### config.mk
export PLATFORM = sky130hd
export DESIGN_NAME = lock_alarm_scan_compactor
export DESIGN_NICKNAME = d
export VERILOG_FILES = /design/src/include/lock_alarm_pkg.sv /design/src/include/alarm_if.sv /design/src/verilog/alarm_sync.sv /design/src/verilog/lock_alarm_scan_compactor.sv
export SDC_FILE = /design/constraint.sdc
export NUM_CORES = 1
export LEC_CHECK = 0
export ABC_AREA = 1
export BUFFER_PORTS_ARGS = -buffer_cell sky130_fd_sc_hd__buf_2
export CAP_MARGIN = 20
export CORE_MARGIN = 10
export CORE_UTILIZATION = 49
export DETAILED_ROUTE_END_ITERATION = 8
export PLACE_DENSITY = 0.76
export SYNTH_ARGS = -nofsm -noshare
export SYNTH_HDL_FRONTEND = slang
export SYNTH_SLANG_ARGS = --single-unit
### constraint.sdc
create_clock -name sys_clk -period 1.55 [get_ports sys_clk]
set_input_delay 0.31 -clock sys_clk [delete_from_list [all_inputs] [get_ports sys_clk]]
set_output_delay 0.31 -clock sys_clk [all_outputs]
set_load 0.005 [all_outputs]
### src/include/lock_alarm_pkg.sv
// package: constants for the scan alarm compactor
// assumes: 32-bit AXI4-Lite data, one aligned word per register
package lock_alarm_pkg;
  // =========================================================
  // scan sequencing
  localparam int SAMPLES_PER_SCAN = 100;
  localparam logic [6:0] SAMPLE_LAST = 7'(SAMPLES_PER_SCAN - 1);
  localparam logic [6:0] SAMPLE_FIRST = 7'h01;
  // =========================================================
  // alarm vector layout
  localparam int NUM_ALARMS = 6;
  localparam int SYN_HI = 5;
  localparam int SYN_LO = 3;
  localparam int LOOP_HI = 2;
  localparam int LOOP_LO = 0;
  // =========================================================
  // register map (byte addresses)
  localparam int ADDR_W = 8;
  localparam logic [7:0] OFF_ALARM_BYTE = 8'h00;
  localparam logic [7:0] OFF_LIVE = 8'h04;
  localparam logic [7:0] OFF_CTRL = 8'h08;
  localparam logic [7:0] OFF_IRQ_STATUS = 8'h0C;
  localparam logic [7:0] OFF_IRQ_CLEAR = 8'h10;
  localparam logic [7:0] OFF_IRQ_ENABLE = 8'h14;
  localparam logic [7:0] OFF_SCAN_COUNT = 8'h18;
  // =========================================================
  // fields and reset values
  localparam int CTRL_ENABLE_BIT = 0;
  localparam int CTRL_CLEAR_BIT = 1;
  localparam int BYTE_VALID_BIT = 8;
  localparam int LIVE_STATE_LO = 8;
  localparam int NUM_EVT = 2;
  localparam int EVT_DONE_BIT = 0;
  localparam int EVT_ABORT_BIT = 1;
  localparam logic CTRL_ENABLE_RESET = 1'b1;
  localparam logic [1:0] IRQ_ENABLE_RESET = 2'h0;
  localparam logic [7:0] ALARM_BYTE_RESET = 8'h00;
  localparam logic [1:0] RESP_OKAY = 2'h0;
  localparam logic [1:0] RESP_SLVERR = 2'h2;
  // =========================================================
  // scan state, gray along idle -> first -> track
  typedef enum logic [1:0] {
    SCAN_IDLE = 2'h0,
    SCAN_FIRST = 2'h1,
    SCAN_TRACK = 2'h3
  } scan_state_t;
endpackage

### src/include/alarm_if.sv
// interface: synchronised alarm vector between synchroniser and core
// assumes: both ends on sys_clk
`timescale 1ns/1ps
interface alarm_if;
  logic [5:0] alarms;
  modport src (output alarms);
  modport dst (input alarms);
endinterface

### src/verilog/alarm_sync.sv
// module: two-flop synchroniser for the six asynchronous alarm pins
// assumes: pins are unrelated to sys_clk; ce freezes the stages
`timescale 1ns/1ps
module alarm_sync (
  // clock, reset, enable
  input wire logic sys_clk,
  input wire logic rst_n,
  input wire logic ce,
  // raw pins
  input wire logic [5:0] pinAlarm,
  // synchronised side
  alarm_if.src syncOut
);
  import lock_alarm_pkg::*;
  logic [5:0] stage1;
  logic [5:0] stage2;
  logic [5:0] next_stage1;
  logic [5:0] next_stage2;

  // =========================================================
  // stage update
  always_comb begin
    next_stage1 = ce ? pinAlarm : stage1;
    next_stage2 = ce ? stage1 : stage2;
  end

  always_ff @(posedge sys_clk or negedge rst_n) begin
    if (!rst_n) begin
      stage1 <= 6'h00;
      stage2 <= 6'h00;
    end else begin
      stage1 <= next_stage1;
      stage2 <= next_stage2;
    end
  end

  assign syncOut.alarms = stage2;
endmodule

### src/verilog/lock_alarm_scan_compactor.sv
// module: per-scan lock/alarm compactor with AXI4-Lite registers
// assumes: scanStart and sampleStrobe come from logic on sys_clk;
// alarm pins are asynchronous and are synchronised here
//
// Functional notes
// - six alarm inputs, three synthesizer locks on top, then submm low, submm high and local osc loop alarms.
// - a synthesizer input reads one when locked and zero in alarm.
// - a loop alarm input reads zero when locked and one in alarm.
// - at the first sample the consolidated synthesizer bit is the AND of the three synthesizer inputs.
// - at the first sample each loop alarm is captured unchanged as its initial state.
// - initial states come from the first sample and the remaining 99 samples are watched for change.
// - the upper nibble holds synthesizer, submm low, submm high and local osc initial states, msb first.
// - a loop alarm change flag sticks at one once its input differs from its initial state.
// - the synthesizer change flag sticks at one once any synthesizer input differs from its own first value.
// - eight bits per scan, change flags in the lower nibble in the same order as the upper nibble.
// - one alarm byte is delivered for every completed scan.
//
// Design decisions made here: the register addresses and the AXI4-Lite register port.
`timescale 1ns/1ps
module lock_alarm_scan_compactor (
  // clock, reset, enable
  input wire logic sys_clk,
  input wire logic rst_n,
  input wire logic ce,
  // alarm pins
  input wire logic [2:0] synthLock,
  input wire logic submmLowLoopAlarm,
  input wire logic submmHighLoopAlarm,
  input wire logic localOscFreqLoopAlarm,
  // sequencer strobes
  input wire logic scanStart,
  input wire logic sampleStrobe,
  // telemetry side
  output logic [7:0] alarmByte,
  output logic byteValid,
  output logic irq,
  // axi4-lite write
  input wire logic [lock_alarm_pkg::ADDR_W-1:0] s_axi_awaddr,
  input wire logic s_axi_awvalid,
  output logic s_axi_awready,
  input wire logic [31:0] s_axi_wdata,
  input wire logic [3:0] s_axi_wstrb,
  input wire logic s_axi_wvalid,
  output logic s_axi_wready,
  output logic [1:0] s_axi_bresp,
  output logic s_axi_bvalid,
  input wire logic s_axi_bready,
  // axi4-lite read
  input wire logic [lock_alarm_pkg::ADDR_W-1:0] s_axi_araddr,
  input wire logic s_axi_arvalid,
  output logic s_axi_arready,
  output logic [31:0] s_axi_rdata,
  output logic [1:0] s_axi_rresp,
  output logic s_axi_rvalid,
  input wire logic s_axi_rready
);
  import lock_alarm_pkg::*;

  // =========================================================
  // alarm synchroniser
  alarm_if syncBus ();
  alarm_sync u_sync (
    .sys_clk(sys_clk),
    .rst_n(rst_n),
    .ce(ce),
    .pinAlarm({synthLock, submmLowLoopAlarm, submmHighLoopAlarm,
               localOscFreqLoopAlarm}),
    .syncOut(syncBus.src)
  );
  logic [2:0] synthNow;
  logic [2:0] loopNow;
  assign synthNow = syncBus.alarms[SYN_HI:SYN_LO];
  assign loopNow = syncBus.alarms[LOOP_HI:LOOP_LO];

  // =========================================================
  // scan tracking state
  scan_state_t state, next_state;
  logic [6:0] sampleCount, next_sampleCount;
  logic [2:0] initSynth, next_initSynth, initLoop, next_initLoop;
  logic [2:0] changeLoop, next_changeLoop;
  logic changeSynth, next_changeSynth, next_byteValid;
  logic ctrlEnable, clearPulse;
  logic [7:0] next_alarmByte;
  logic [15:0] scanCount, next_scanCount;
  logic [NUM_EVT-1:0] evtSet;
  always_comb begin
    next_state = state;
    next_sampleCount = sampleCount;
    next_initSynth = initSynth;
    next_initLoop = initLoop;
    next_changeSynth = changeSynth;
    next_changeLoop = changeLoop;
    next_alarmByte = alarmByte;
    next_byteValid = 1'b0;
    next_scanCount = scanCount;
    evtSet = '0;
    if (clearPulse) begin
      next_state = SCAN_IDLE;
      next_sampleCount = 7'h00;
      next_initSynth = 3'h0;
      next_initLoop = 3'h0;
      next_changeSynth = 1'b0;
      next_changeLoop = 3'h0;
      next_alarmByte = ALARM_BYTE_RESET;
      next_scanCount = 16'h0000;
    end else if (ctrlEnable && scanStart) begin
      evtSet[EVT_ABORT_BIT] = (state != SCAN_IDLE);
      next_state = SCAN_FIRST;
      next_sampleCount = 7'h00;
      next_changeSynth = 1'b0;
      next_changeLoop = 3'h0;
    end else if (ctrlEnable && sampleStrobe) begin
      case (state)
        SCAN_FIRST: begin
          next_initSynth = synthNow;
          next_initLoop = loopNow;
          next_sampleCount = SAMPLE_FIRST;
          next_state = SCAN_TRACK;
        end
        SCAN_TRACK: begin
          next_changeSynth = changeSynth | (|(synthNow ^ initSynth));
          next_changeLoop = changeLoop | (loopNow ^ initLoop);
          next_sampleCount = sampleCount + 7'h01;
          if (sampleCount == SAMPLE_LAST) begin
            // synthesizer lock is one, so AND means all locked
            next_alarmByte = {&initSynth, initLoop,
                              next_changeSynth, next_changeLoop};
            next_byteValid = 1'b1;
            next_scanCount = scanCount + 16'h0001;
            evtSet[EVT_DONE_BIT] = 1'b1;
            next_state = SCAN_IDLE;
          end
        end
        default: begin
          next_state = state;
        end
      endcase
    end
  end
  always_ff @(posedge sys_clk or negedge rst_n) begin
    if (!rst_n) begin
      state <= SCAN_IDLE;
      sampleCount <= 7'h00;
      initSynth <= 3'h0;
      initLoop <= 3'h0;
      changeSynth <= 1'b0;
      changeLoop <= 3'h0;
      alarmByte <= ALARM_BYTE_RESET;
      byteValid <= 1'b0;
      scanCount <= 16'h0000;
    end else if (ce) begin
      state <= next_state;
      sampleCount <= next_sampleCount;
      initSynth <= next_initSynth;
      initLoop <= next_initLoop;
      changeSynth <= next_changeSynth;
      changeLoop <= next_changeLoop;
      alarmByte <= next_alarmByte;
      byteValid <= next_byteValid;
      scanCount <= next_scanCount;
    end
  end
  // =========================================================
  // axi4-lite slave and registers
  logic awHeld, next_awHeld, wHeld, next_wHeld, doWrite, next_irq;
  logic next_awready, next_wready, next_bvalid, next_arready, next_rvalid;
  logic next_ctrlEnable, next_clearPulse;
  logic [ADDR_W-1:0] awAddr, next_awAddr;
  logic [31:0] wData, next_wData, next_rdata;
  logic [3:0] wStrb, next_wStrb;
  logic [1:0] next_bresp, next_rresp;
  logic [NUM_EVT-1:0] irqStatus, next_irqStatus, irqEnable, next_irqEnable;
  logic [NUM_EVT-1:0] irqClear;
  always_comb begin
    next_awHeld = awHeld | (s_axi_awvalid & s_axi_awready);
    next_wHeld = wHeld | (s_axi_wvalid & s_axi_wready);
    next_awAddr = (s_axi_awvalid & s_axi_awready) ? s_axi_awaddr : awAddr;
    next_wData = (s_axi_wvalid & s_axi_wready) ? s_axi_wdata : wData;
    next_wStrb = (s_axi_wvalid & s_axi_wready) ? s_axi_wstrb : wStrb;
    next_bvalid = s_axi_bvalid & ~s_axi_bready;
    next_bresp = s_axi_bresp;
    next_ctrlEnable = ctrlEnable;
    next_clearPulse = 1'b0;
    next_irqEnable = irqEnable;
    irqClear = '0;
    doWrite = next_awHeld & next_wHeld & ~next_bvalid;
    if (doWrite) begin
      next_awHeld = 1'b0;
      next_wHeld = 1'b0;
      next_bvalid = 1'b1;
      next_bresp = RESP_OKAY;
      if (next_awAddr == OFF_CTRL) begin
        if (next_wStrb[0]) begin
          next_ctrlEnable = next_wData[CTRL_ENABLE_BIT];
          next_clearPulse = next_wData[CTRL_CLEAR_BIT];
        end
      end else if (next_awAddr == OFF_IRQ_CLEAR) begin
        if (next_wStrb[0]) begin
          irqClear = next_wData[NUM_EVT-1:0];
        end
      end else if (next_awAddr == OFF_IRQ_ENABLE) begin
        if (next_wStrb[0]) begin
          next_irqEnable = next_wData[NUM_EVT-1:0];
        end
      end else if (next_awAddr != OFF_ALARM_BYTE && next_awAddr != OFF_LIVE &&
                   next_awAddr != OFF_IRQ_STATUS &&
                   next_awAddr != OFF_SCAN_COUNT) begin
        next_bresp = RESP_SLVERR;
      end
    end
    next_awready = ~next_awHeld & ~next_bvalid;
    next_wready = ~next_wHeld & ~next_bvalid;
    // set wins over clear; clear pulse empties the status too
    next_irqStatus = clearPulse ? evtSet : ((irqStatus & ~irqClear) | evtSet);
    next_irq = |(next_irqStatus & next_irqEnable);
    // read channel
    next_rvalid = s_axi_rvalid & ~s_axi_rready;
    next_rdata = s_axi_rdata;
    next_rresp = s_axi_rresp;
    if (s_axi_arvalid & s_axi_arready) begin
      next_rvalid = 1'b1;
      next_rresp = RESP_OKAY;
      next_rdata = 32'h0000_0000;
      if (s_axi_araddr == OFF_ALARM_BYTE) begin
        next_rdata[7:0] = alarmByte;
        next_rdata[BYTE_VALID_BIT] = (scanCount != 16'h0000);
      end else if (s_axi_araddr == OFF_LIVE) begin
        next_rdata[5:0] = syncBus.alarms;
        next_rdata[LIVE_STATE_LO+1:LIVE_STATE_LO] = state;
      end else if (s_axi_araddr == OFF_CTRL) begin
        next_rdata[CTRL_ENABLE_BIT] = ctrlEnable;
      end else if (s_axi_araddr == OFF_IRQ_STATUS) begin
        next_rdata[NUM_EVT-1:0] = irqStatus;
      end else if (s_axi_araddr == OFF_IRQ_CLEAR) begin
        next_rdata = 32'h0000_0000;
      end else if (s_axi_araddr == OFF_IRQ_ENABLE) begin
        next_rdata[NUM_EVT-1:0] = irqEnable;
      end else if (s_axi_araddr == OFF_SCAN_COUNT) begin
        next_rdata[15:0] = scanCount;
      end else begin
        next_rresp = RESP_SLVERR;
      end
    end
    next_arready = ~next_rvalid;
  end
  always_ff @(posedge sys_clk or negedge rst_n) begin
    if (!rst_n) begin
      awHeld <= 1'b0;
      wHeld <= 1'b0;
      awAddr <= '0;
      wData <= 32'h0000_0000;
      wStrb <= 4'h0;
      s_axi_awready <= 1'b0;
      s_axi_wready <= 1'b0;
      s_axi_bvalid <= 1'b0;
      s_axi_bresp <= RESP_OKAY;
      s_axi_arready <= 1'b0;
      s_axi_rvalid <= 1'b0;
      s_axi_rdata <= 32'h0000_0000;
      s_axi_rresp <= RESP_OKAY;
      ctrlEnable <= CTRL_ENABLE_RESET;
      clearPulse <= 1'b0;
      irqStatus <= '0;
      irqEnable <= IRQ_ENABLE_RESET;
      irq <= 1'b0;
    end else if (ce) begin
      awHeld <= next_awHeld;
      wHeld <= next_wHeld;
      awAddr <= next_awAddr;
      wData <= next_wData;
      wStrb <= next_wStrb;
      s_axi_awready <= next_awready;
      s_axi_wready <= next_wready;
      s_axi_bvalid <= next_bvalid;
      s_axi_bresp <= next_bresp;
      s_axi_arready <= next_arready;
      s_axi_rvalid <= next_rvalid;
      s_axi_rdata <= next_rdata;
      s_axi_rresp <= next_rresp;
      ctrlEnable <= next_ctrlEnable;
      clearPulse <= next_clearPulse;
      irqStatus <= next_irqStatus;
      irqEnable <= next_irqEnable;
      irq <= next_irq;
    end
  end
  // =========================================================
  // checks
  logic firstTake, trackTake;
  assign firstTake = ce && !clearPulse && ctrlEnable && !scanStart &&
                     sampleStrobe && state == SCAN_FIRST;
  assign trackTake = ce && !clearPulse && ctrlEnable && !scanStart &&
                     sampleStrobe && state == SCAN_TRACK;
  chk_loop_capture: assert property (
    @(posedge sys_clk) disable iff (!rst_n)
    firstTake |=> initLoop == $past(loopNow))
    else $error("loop initial state not captured");
  chk_synth_capture: assert property (
    @(posedge sys_clk) disable iff (!rst_n)
    firstTake |=> initSynth == $past(synthNow))
    else $error("synth initial state not captured");
  chk_first_to_track: assert property (
    @(posedge sys_clk) disable iff (!rst_n)
    firstTake |=> state == SCAN_TRACK && sampleCount == SAMPLE_FIRST)
    else $error("first sample did not start tracking");
  chk_loop_sticky: assert property (
    @(posedge sys_clk) disable iff (!rst_n)
    trackTake |=> (changeLoop & $past(loopNow ^ initLoop)) ==
                  $past(loopNow ^ initLoop) &&
                  (changeLoop & $past(changeLoop)) == $past(changeLoop))
    else $error("loop change flag missed or dropped");
  chk_synth_change: assert property (
    @(posedge sys_clk) disable iff (!rst_n)
    trackTake && (synthNow != initSynth) |=> changeSynth)
    else $error("synth change flag not set");
  chk_byte_layout: assert property (
    @(posedge sys_clk) disable iff (!rst_n)
    ce && byteValid |-> alarmByte == {&initSynth, initLoop, changeSynth,
                                      changeLoop})
    else $error("alarm byte layout wrong");
  chk_byte_per_scan: assert property (
    @(posedge sys_clk) disable iff (!rst_n)
    trackTake && sampleCount == SAMPLE_LAST |=>
      byteValid && state == SCAN_IDLE ##1 !(ce && byteValid))
    else $error("scan end did not yield exactly one byte");
  chk_no_early_byte: assert property (
    @(posedge sys_clk) disable iff (!rst_n)
    $rose(byteValid) |-> $past(sampleCount) == SAMPLE_LAST)
    else $error("byte issued before the last sample");
  chk_start_rearm: assert property (
    @(posedge sys_clk) disable iff (!rst_n)
    ce && !clearPulse && ctrlEnable && scanStart |=>
      state == SCAN_FIRST && changeLoop == 3'h0 && !changeSynth)
    else $error("scan start did not re-arm");
  chk_irq_level: assert property (
    @(posedge sys_clk) disable iff (!rst_n)
    ce |=> irq == |(irqStatus & irqEnable))
    else $error("interrupt does not follow enabled status");
endmodule

; ---- Word-level counts from Yosys, hierarchy flattened
; Cells that the tools add are included.
[word_totals]
regBits = 117
out_inout_bits = 51
inputBits = 68
wordCells = 200
[op_classes]
reduce_logical = 27
mux = 99
eq_ne = 17
n_addsub = 2
bitwise_logic = 26
[ops]
columns = operator, count
row1 = 16-bit 2-to-1 mux, 19
row2 = 2-bit 2-to-1 mux, 31
row3 = 8-bit 2-to-1 mux, 6
row4 = 8-bit by 5-bit equality test with 1-bit output (second input constant), 5
row5 = 3-bit 2-to-1 mux, 12
row6 = 14-bit 2-to-1 mux, 2
row7 = 8-bit by 4-bit equality test with 1-bit output (second input constant), 3
row8 = 23-bit 2-to-1 mux, 1
row9 = 7-bit 2-to-1 mux, 3
row10 = 1-bit 2-to-1 mux, 19
row11 = 16-bit by 1-bit adder with 16-bit output (second input constant), 1
row12 = 16-bit nonzero test, 1
row13 = 15-bit 2-to-1 mux, 1
row14 = 7-bit one-hot mux with 2 select lines, 1
row15 = 6-bit 2-to-1 mux, 2
row16 = 4-bit AND reduction, 3
row17 = 2-bit nonzero test, 5
row18 = 1-bit AND, 9
row19 = 9-bit 2-to-1 mux, 1
row20 = 3-bit AND reduction, 3
row21 = 8-bit by 3-bit equality test with 1-bit output (second input constant), 1
row22 = 8-bit logical NOT, 1
row23 = 8-bit by 3-bit inequality test with 1-bit output (second input constant), 1
row24 = 8-bit by 4-bit inequality test with 1-bit output (second input constant), 1
row25 = 23 further kinds, 39

; ---- Depth between registers and ports, before layout
[depth]
word_depth = 20
mapped_depth = 13
depth_no_buf = 13

; ---- Cells and area by module
; From an unflattened synthesis, not the netlist that was laid out.
[hier_totals]
cells_unflattened = 677
area_unflattened_um2 = 5400.2
[modules_own_cells]
columns = module, instances, seq_area_each_um2, cells_per_inst, area_per_inst_um2
row1 = lock_alarm_scan_compactor, 1, 2178.3, 626, 4942.2
row2 = alarm_sync, 1, 300.3, 51, 457.9

; ---- Worst setup path before layout
; No wires, ideal clock.
[synth_timing]
kind = register to register
startpoint = register sampleCount[0]
endpoint = register scanCount[6]
required_ns = 1.449
arrival_ns = 1.488
period_less_slack_ns = 1.589
path_slack_ns = -0.039
path_buffers = 1
stages_incl_launch_ff = 10
setup_time_ns = 0.101
path_cell_list = dfrtp_1 > ha_1 > inv_1 > nor3_1 > nand2_1 > nor3_4 > o21ai_4 > clkinv_2 > buf_6 > o32ai_1
[synth_between]
elab_chain_len = 3
[synth_rtl]
columns = element, line_no
row1 = "start, declared", lock_alarm_scan_compactor.sv:78  ; logic [6:0] sampleCount, next_sampleCount;
row2 = "start signal, assigned", lock_alarm_scan_compactor.sv:153  ; sampleCount <= next_sampleCount;
row3 = 7-bit equality test, lock_alarm_scan_compactor.sv:124  ; if (sampleCount == SAMPLE_LAST) begin
row4 = 2-bit nonzero test (no source line), n/a
row5 = 5-bit AND reduction (no source line), n/a
row6 = "end signal, assigned", lock_alarm_scan_compactor.sv:160  ; scanCount <= next_scanCount;
row7 = "end, declared", lock_alarm_scan_compactor.sv:84  ; logic [15:0] scanCount, next_scanCount;
; No other way between the ends.
; A chain may end at the register's enable or synchronous reset.

; ---- Worst setup path after layout
[layout_timing]
startpoint = register sampleCount[0]
endpoint = register scanCount[8]
; Same word-level chain as after synthesis.

==> results.txt <==
----------------------------------------------------
[Synth]
  Most frequently used cell type in the post-synthesis netlist ... sky130_fd_sc_hd__nand2_1
  Flops & latches, synth ... 99
  XOR/XNOR Fraction of Synth Area ... 1.017%
  Yosys warning count ... 0
  Asr flop ratio synth ... 100.0%
  Combinational family with the most area after synthesis ... simple AND/OR/NAND/NOR gates
  Library cell with the largest summed area after synthesis ... sky130_fd_sc_hd__dfrtp_1
  Share of the synthesized area in the top cell type ... 47.48%
  Post-Synthesis Cell Area ... 0.005165 mm²
  Fraction of the yosys area taken by sequential cells ... 47.99%
  Average cell area after synthesis ... 8.290 µm²
  Post-synth EDFFs ... 0
  Most frequently used flop master after synthesis ... sky130_fd_sc_hd__dfrtp_1
  Gate count of the mapped netlist ... 623
  Area fraction in compound gates after synthesis ... 15.46%
  Synth area leaders ... sky130_fd_sc_hd__dfrtp_1 (47%), sky130_fd_sc_hd__nand2_1 (11%), sky130_fd_sc_hd__inv_1 (5.7%)
  Count of different cell masters after synthesis ... 52
  Synth cell count leaders ... sky130_fd_sc_hd__nand2_1 (149), sky130_fd_sc_hd__dfrtp_1 (98), sky130_fd_sc_hd__inv_1 (78), sky130_fd_sc_hd__o21ai_0 (51), sky130_fd_sc_hd__nand3_1 (35)
  Post-synthesis share of cell area spent on and, or, nand and nor gates ... 23.45%
  Synth Area in Adders ... 0.7267%
  Mux share of post-synthesis cell area ... 1.090%

[Setup path]
  Data required time of the worst path ... 1.86 ns
  Start point of the critical path ... sampleCount[0]$_DFFE_PN0P_
  Classification of the worst setup path ... register to register
  CP Launch Type ... register
  Critical Path Sink Type ... register
  Arrival time of data at the critical path endpoint ... 1.99 ns
  Startpoint of the worst-slack reg-to-reg timing path ... sampleCount[0]$_DFFE_PN0P_
  Max incr delay on CP ... 0.37 ns
  Worst path cell trace ... ha_2 -> inv_2 -> nor3_4 -> nand2_2 -> nor3_4 -> nand2_4 -> inv_4 -> nand2_2 -> o22ai_2
  Cell with the biggest individual delay on the critical path ... sky130_fd_sc_hd__dfrtp_1
  CP Max Fanout ... 5

[GRT]
  First-pass GRT wire length ... 23.43 mm
  Initial antenna violation count ... 0
  Via count of the first global-routing pass ... 4947
  Maximum number of pins on one net before global-route repair ... 35
  Total gr overflow ... 0
  GRT Overall Usage ... 19.34%

[STA]
  Worst slew margin relative to its limit ... 64.36%
  Final critical-path share of the clock period ... 108.4%
  Slack of the critical path ... -0.1309 ns
  Clock period minus final worst setup slack ... 1.681 ns
  Setup tns final ... -2.411 ns
  Setup skew after layout ... 0.009444 ns
  Fmax ... 0.5949 GHz
  Final Max Slew Viols ... 0
  Unrepaired setup endpoints after global routing ... true
  Final Hold Violating Endpoints ... 0
  Number of failing setup endpoints in the final timing report ... 39
  Slew at the pin closest to its max-slew limit ... 0.5289 ns

[Placement]
  Total placed instance area ... 0.006075 mm²
  Port Buffer Count ... 67
  Post-Place Cells ... 879
  RD Place Congestion ... 0.9124
  Post-DP HPWL ... 10.64 mm

[Finish]
  Area Overhead vs Synth ... 36.82%
  Fin util ... 68.76%
  Non-filler cells in the finished layout ... 920
  # diodes ... 0
  Fraction of layout instances using a drive strength above 1 ... 39.67%
  Finished Cell Area ... 0.007067 mm²
  Nets@finish ... 850

[Floorplanning]
  Num ports ... 119
  Total Die Area ... 0.01505 mm²
  Die X-Extent ... 122.7 µm
  Row count ... 37
  Die extent in y ... 122.7 µm
  Floorplan Core Area ... 0.01028 mm²
  Effective utilization at floorplan ... 50.26%

[Job]
  Max Cap Violations ... 0

[Routing]
  Post-detailed-route count of antenna-violating nets ... 0
  Per-cell routed wire length ... 17.60 µm
  Count of vias placed by the detailed router ... 5127
  First DRT Iteration DRCs ... 514
  Vias per std cell ... 5.573
  First-pass DRT Iterations ... 5
  Final wirelength ... 16.19 mm
  # DRC ... 0

[Run status]
  Violations in the final reports ... setup timing
  Outcome ... finished with violations

[Power and ir drop]
  IR Drop Worst-Case VDD ... 0.8514 mV
  Areal power density over the cells ... 1108 mW/mm²
  Pwr Total ... 7.832 mW
  Leak Pwr ... 3.567 nW

[Clocking]
  Later-pin clock latency in the skew report ... 0.39 ns
  CTS tree ... yes
  Clock-pin slew of the registers on the worst-case setup and hold paths ... 0.10 ns
  Cts bufs inserted ... 9
  Total number of clock tree sinks ... 99
  Master cell of the clock root buffer ... sky130_fd_sc_hd__clkbuf_8
  Number of buffers on the longest clock path ... 2
  H-tree levels ... 3

[Worst hold path]
  Path category of the worst min-delay check ... primary input to register
  Start point of the worst min-delay path ... localOscFreqLoopAlarm

----------------------------------------------------
sequential cells by signal, indices dropped and copies added, names as in the netlist, 2 cells and up:
register,count
alarmByte,8
awAddr,8
changeLoop,3
initLoop,3
initSynth,3
irqEnable,2
irqStatus,2
s_axi_rdata,16
sampleCount,7
scanCount,16
state,2
u_sync.stage1,6
u_sync.syncOut.alarms,6
wData,2
final timing paths:
path / depth (start not counted) / end / slack [ns]
worst min register to register: 2 / u_sync.stage1[0]$_DFFE_PN0P_ / 0.48
min in group asynchronous: 2 / sampleCount[5]$_DFFE_PN0P_ / 0.38
worst max-delay path: 9 / scanCount[8]$_DFFE_PN0P_ / -0.13
worst min-delay path: 3 / u_sync.stage1[0]$_DFFE_PN0P_ / 0.12
worst max register to register: 9 / scanCount[8]$_DFFE_PN0P_ / -0.13
max in group asynchronous: 3 / ctrlEnable$_DFFE_PN1P_ / 0.64
cells in the final DEF, fill, tap and decap left out, drive strengths merged, types with 2 or more instances in the layout:
cell,synthesis,routed
o32ai,3,3
clkbuf,7,9
buf,23,155
inv,85,87
bufinv,0,2
xor2,5,5
ha,3,3
nor2,30,30
mux2,5,5
o41ai,3,3
clkinv,3,7
o21a,2,2
nand3,37,37
o221ai,2,2
nand4,14,14
o21bai,2,2
nor3,9,9
nor4,4,4
o211ai,2,2
conb,1,18
o22ai,23,23
a21oi,25,25
dfrtp,98,98
nand2,163,163
o21ai,63,63
per-layer routing:
layer / GRT usage (%) / part of all wire [%]
met2: 33.37 / 51
met3: 5.142 / 6.7
met5: 0 / 0
met1: 23.07 / 39
met4: 5.891 / 2.8
power by group:
| part | switching (mW) | internal, mW | total [mW] |
|---|---|---|---|
| clock | 0.958 | 0.906 | 1.86 |
| sequential | 0.321 | 3.00 | 3.32 |
| combinational | 1.60 | 1.05 | 2.65 |
| total | 2.88 | 4.95 | 7.83 |
repair_timing:
item	CTS	global route
pin swaps	6	31
resized for setup	59	100
setup buffers	10	12
gates cloned	2	0
endpoints found under the hold margin	21	0
hold buffers	1	0
setup endpoints to repair	43	56
kinds of logic after synthesis:
logic type | Yosys count
adder cells (fa/ha/maj) | 3
AO/OA/AOI/OAI | 131
buffers and inverters | 118
XOR/XNOR | 6
other | 1
multiplexers | 5
AND/OR/NAND/NOR | 260
flip-flops | 99
area by class of cell:
cell class,count,area (µm²)
fill,768,3211
timing repair inverter,2,32.53
inverter,88,360.3
tap,136,170.2
sequential,99,2480
timing repair buffer,156,1086
clock inverter,7,91.34
multi-input combinational,423,2723
clock buffer,9,123.9
through the flow:
stage	setup WS [ns]	hold WS, ns
3_5_place_dp	-0.1439	0.2662
2_1_floorplan	0.01970	0.01441
5_1_grt	-0.1930	0.1233
3_3_place_gp	-0.08332	0.2661
6_report	-0.1309	0.1162
4_1_cts	-0.08517	0.1128
critical path, delay by kind of cell, from the launching register on:
kind | cells | cell delay [ns]
and+or+nand+nor | 5 | 0.70
DFF | 1 | 0.37
adders and majority gates | 1 | 0.20
buffers and inverters | 2 | 0.17
AOI/OAI and AO/OA | 1 | 0.15
Power figures use the tool's default switching activity.
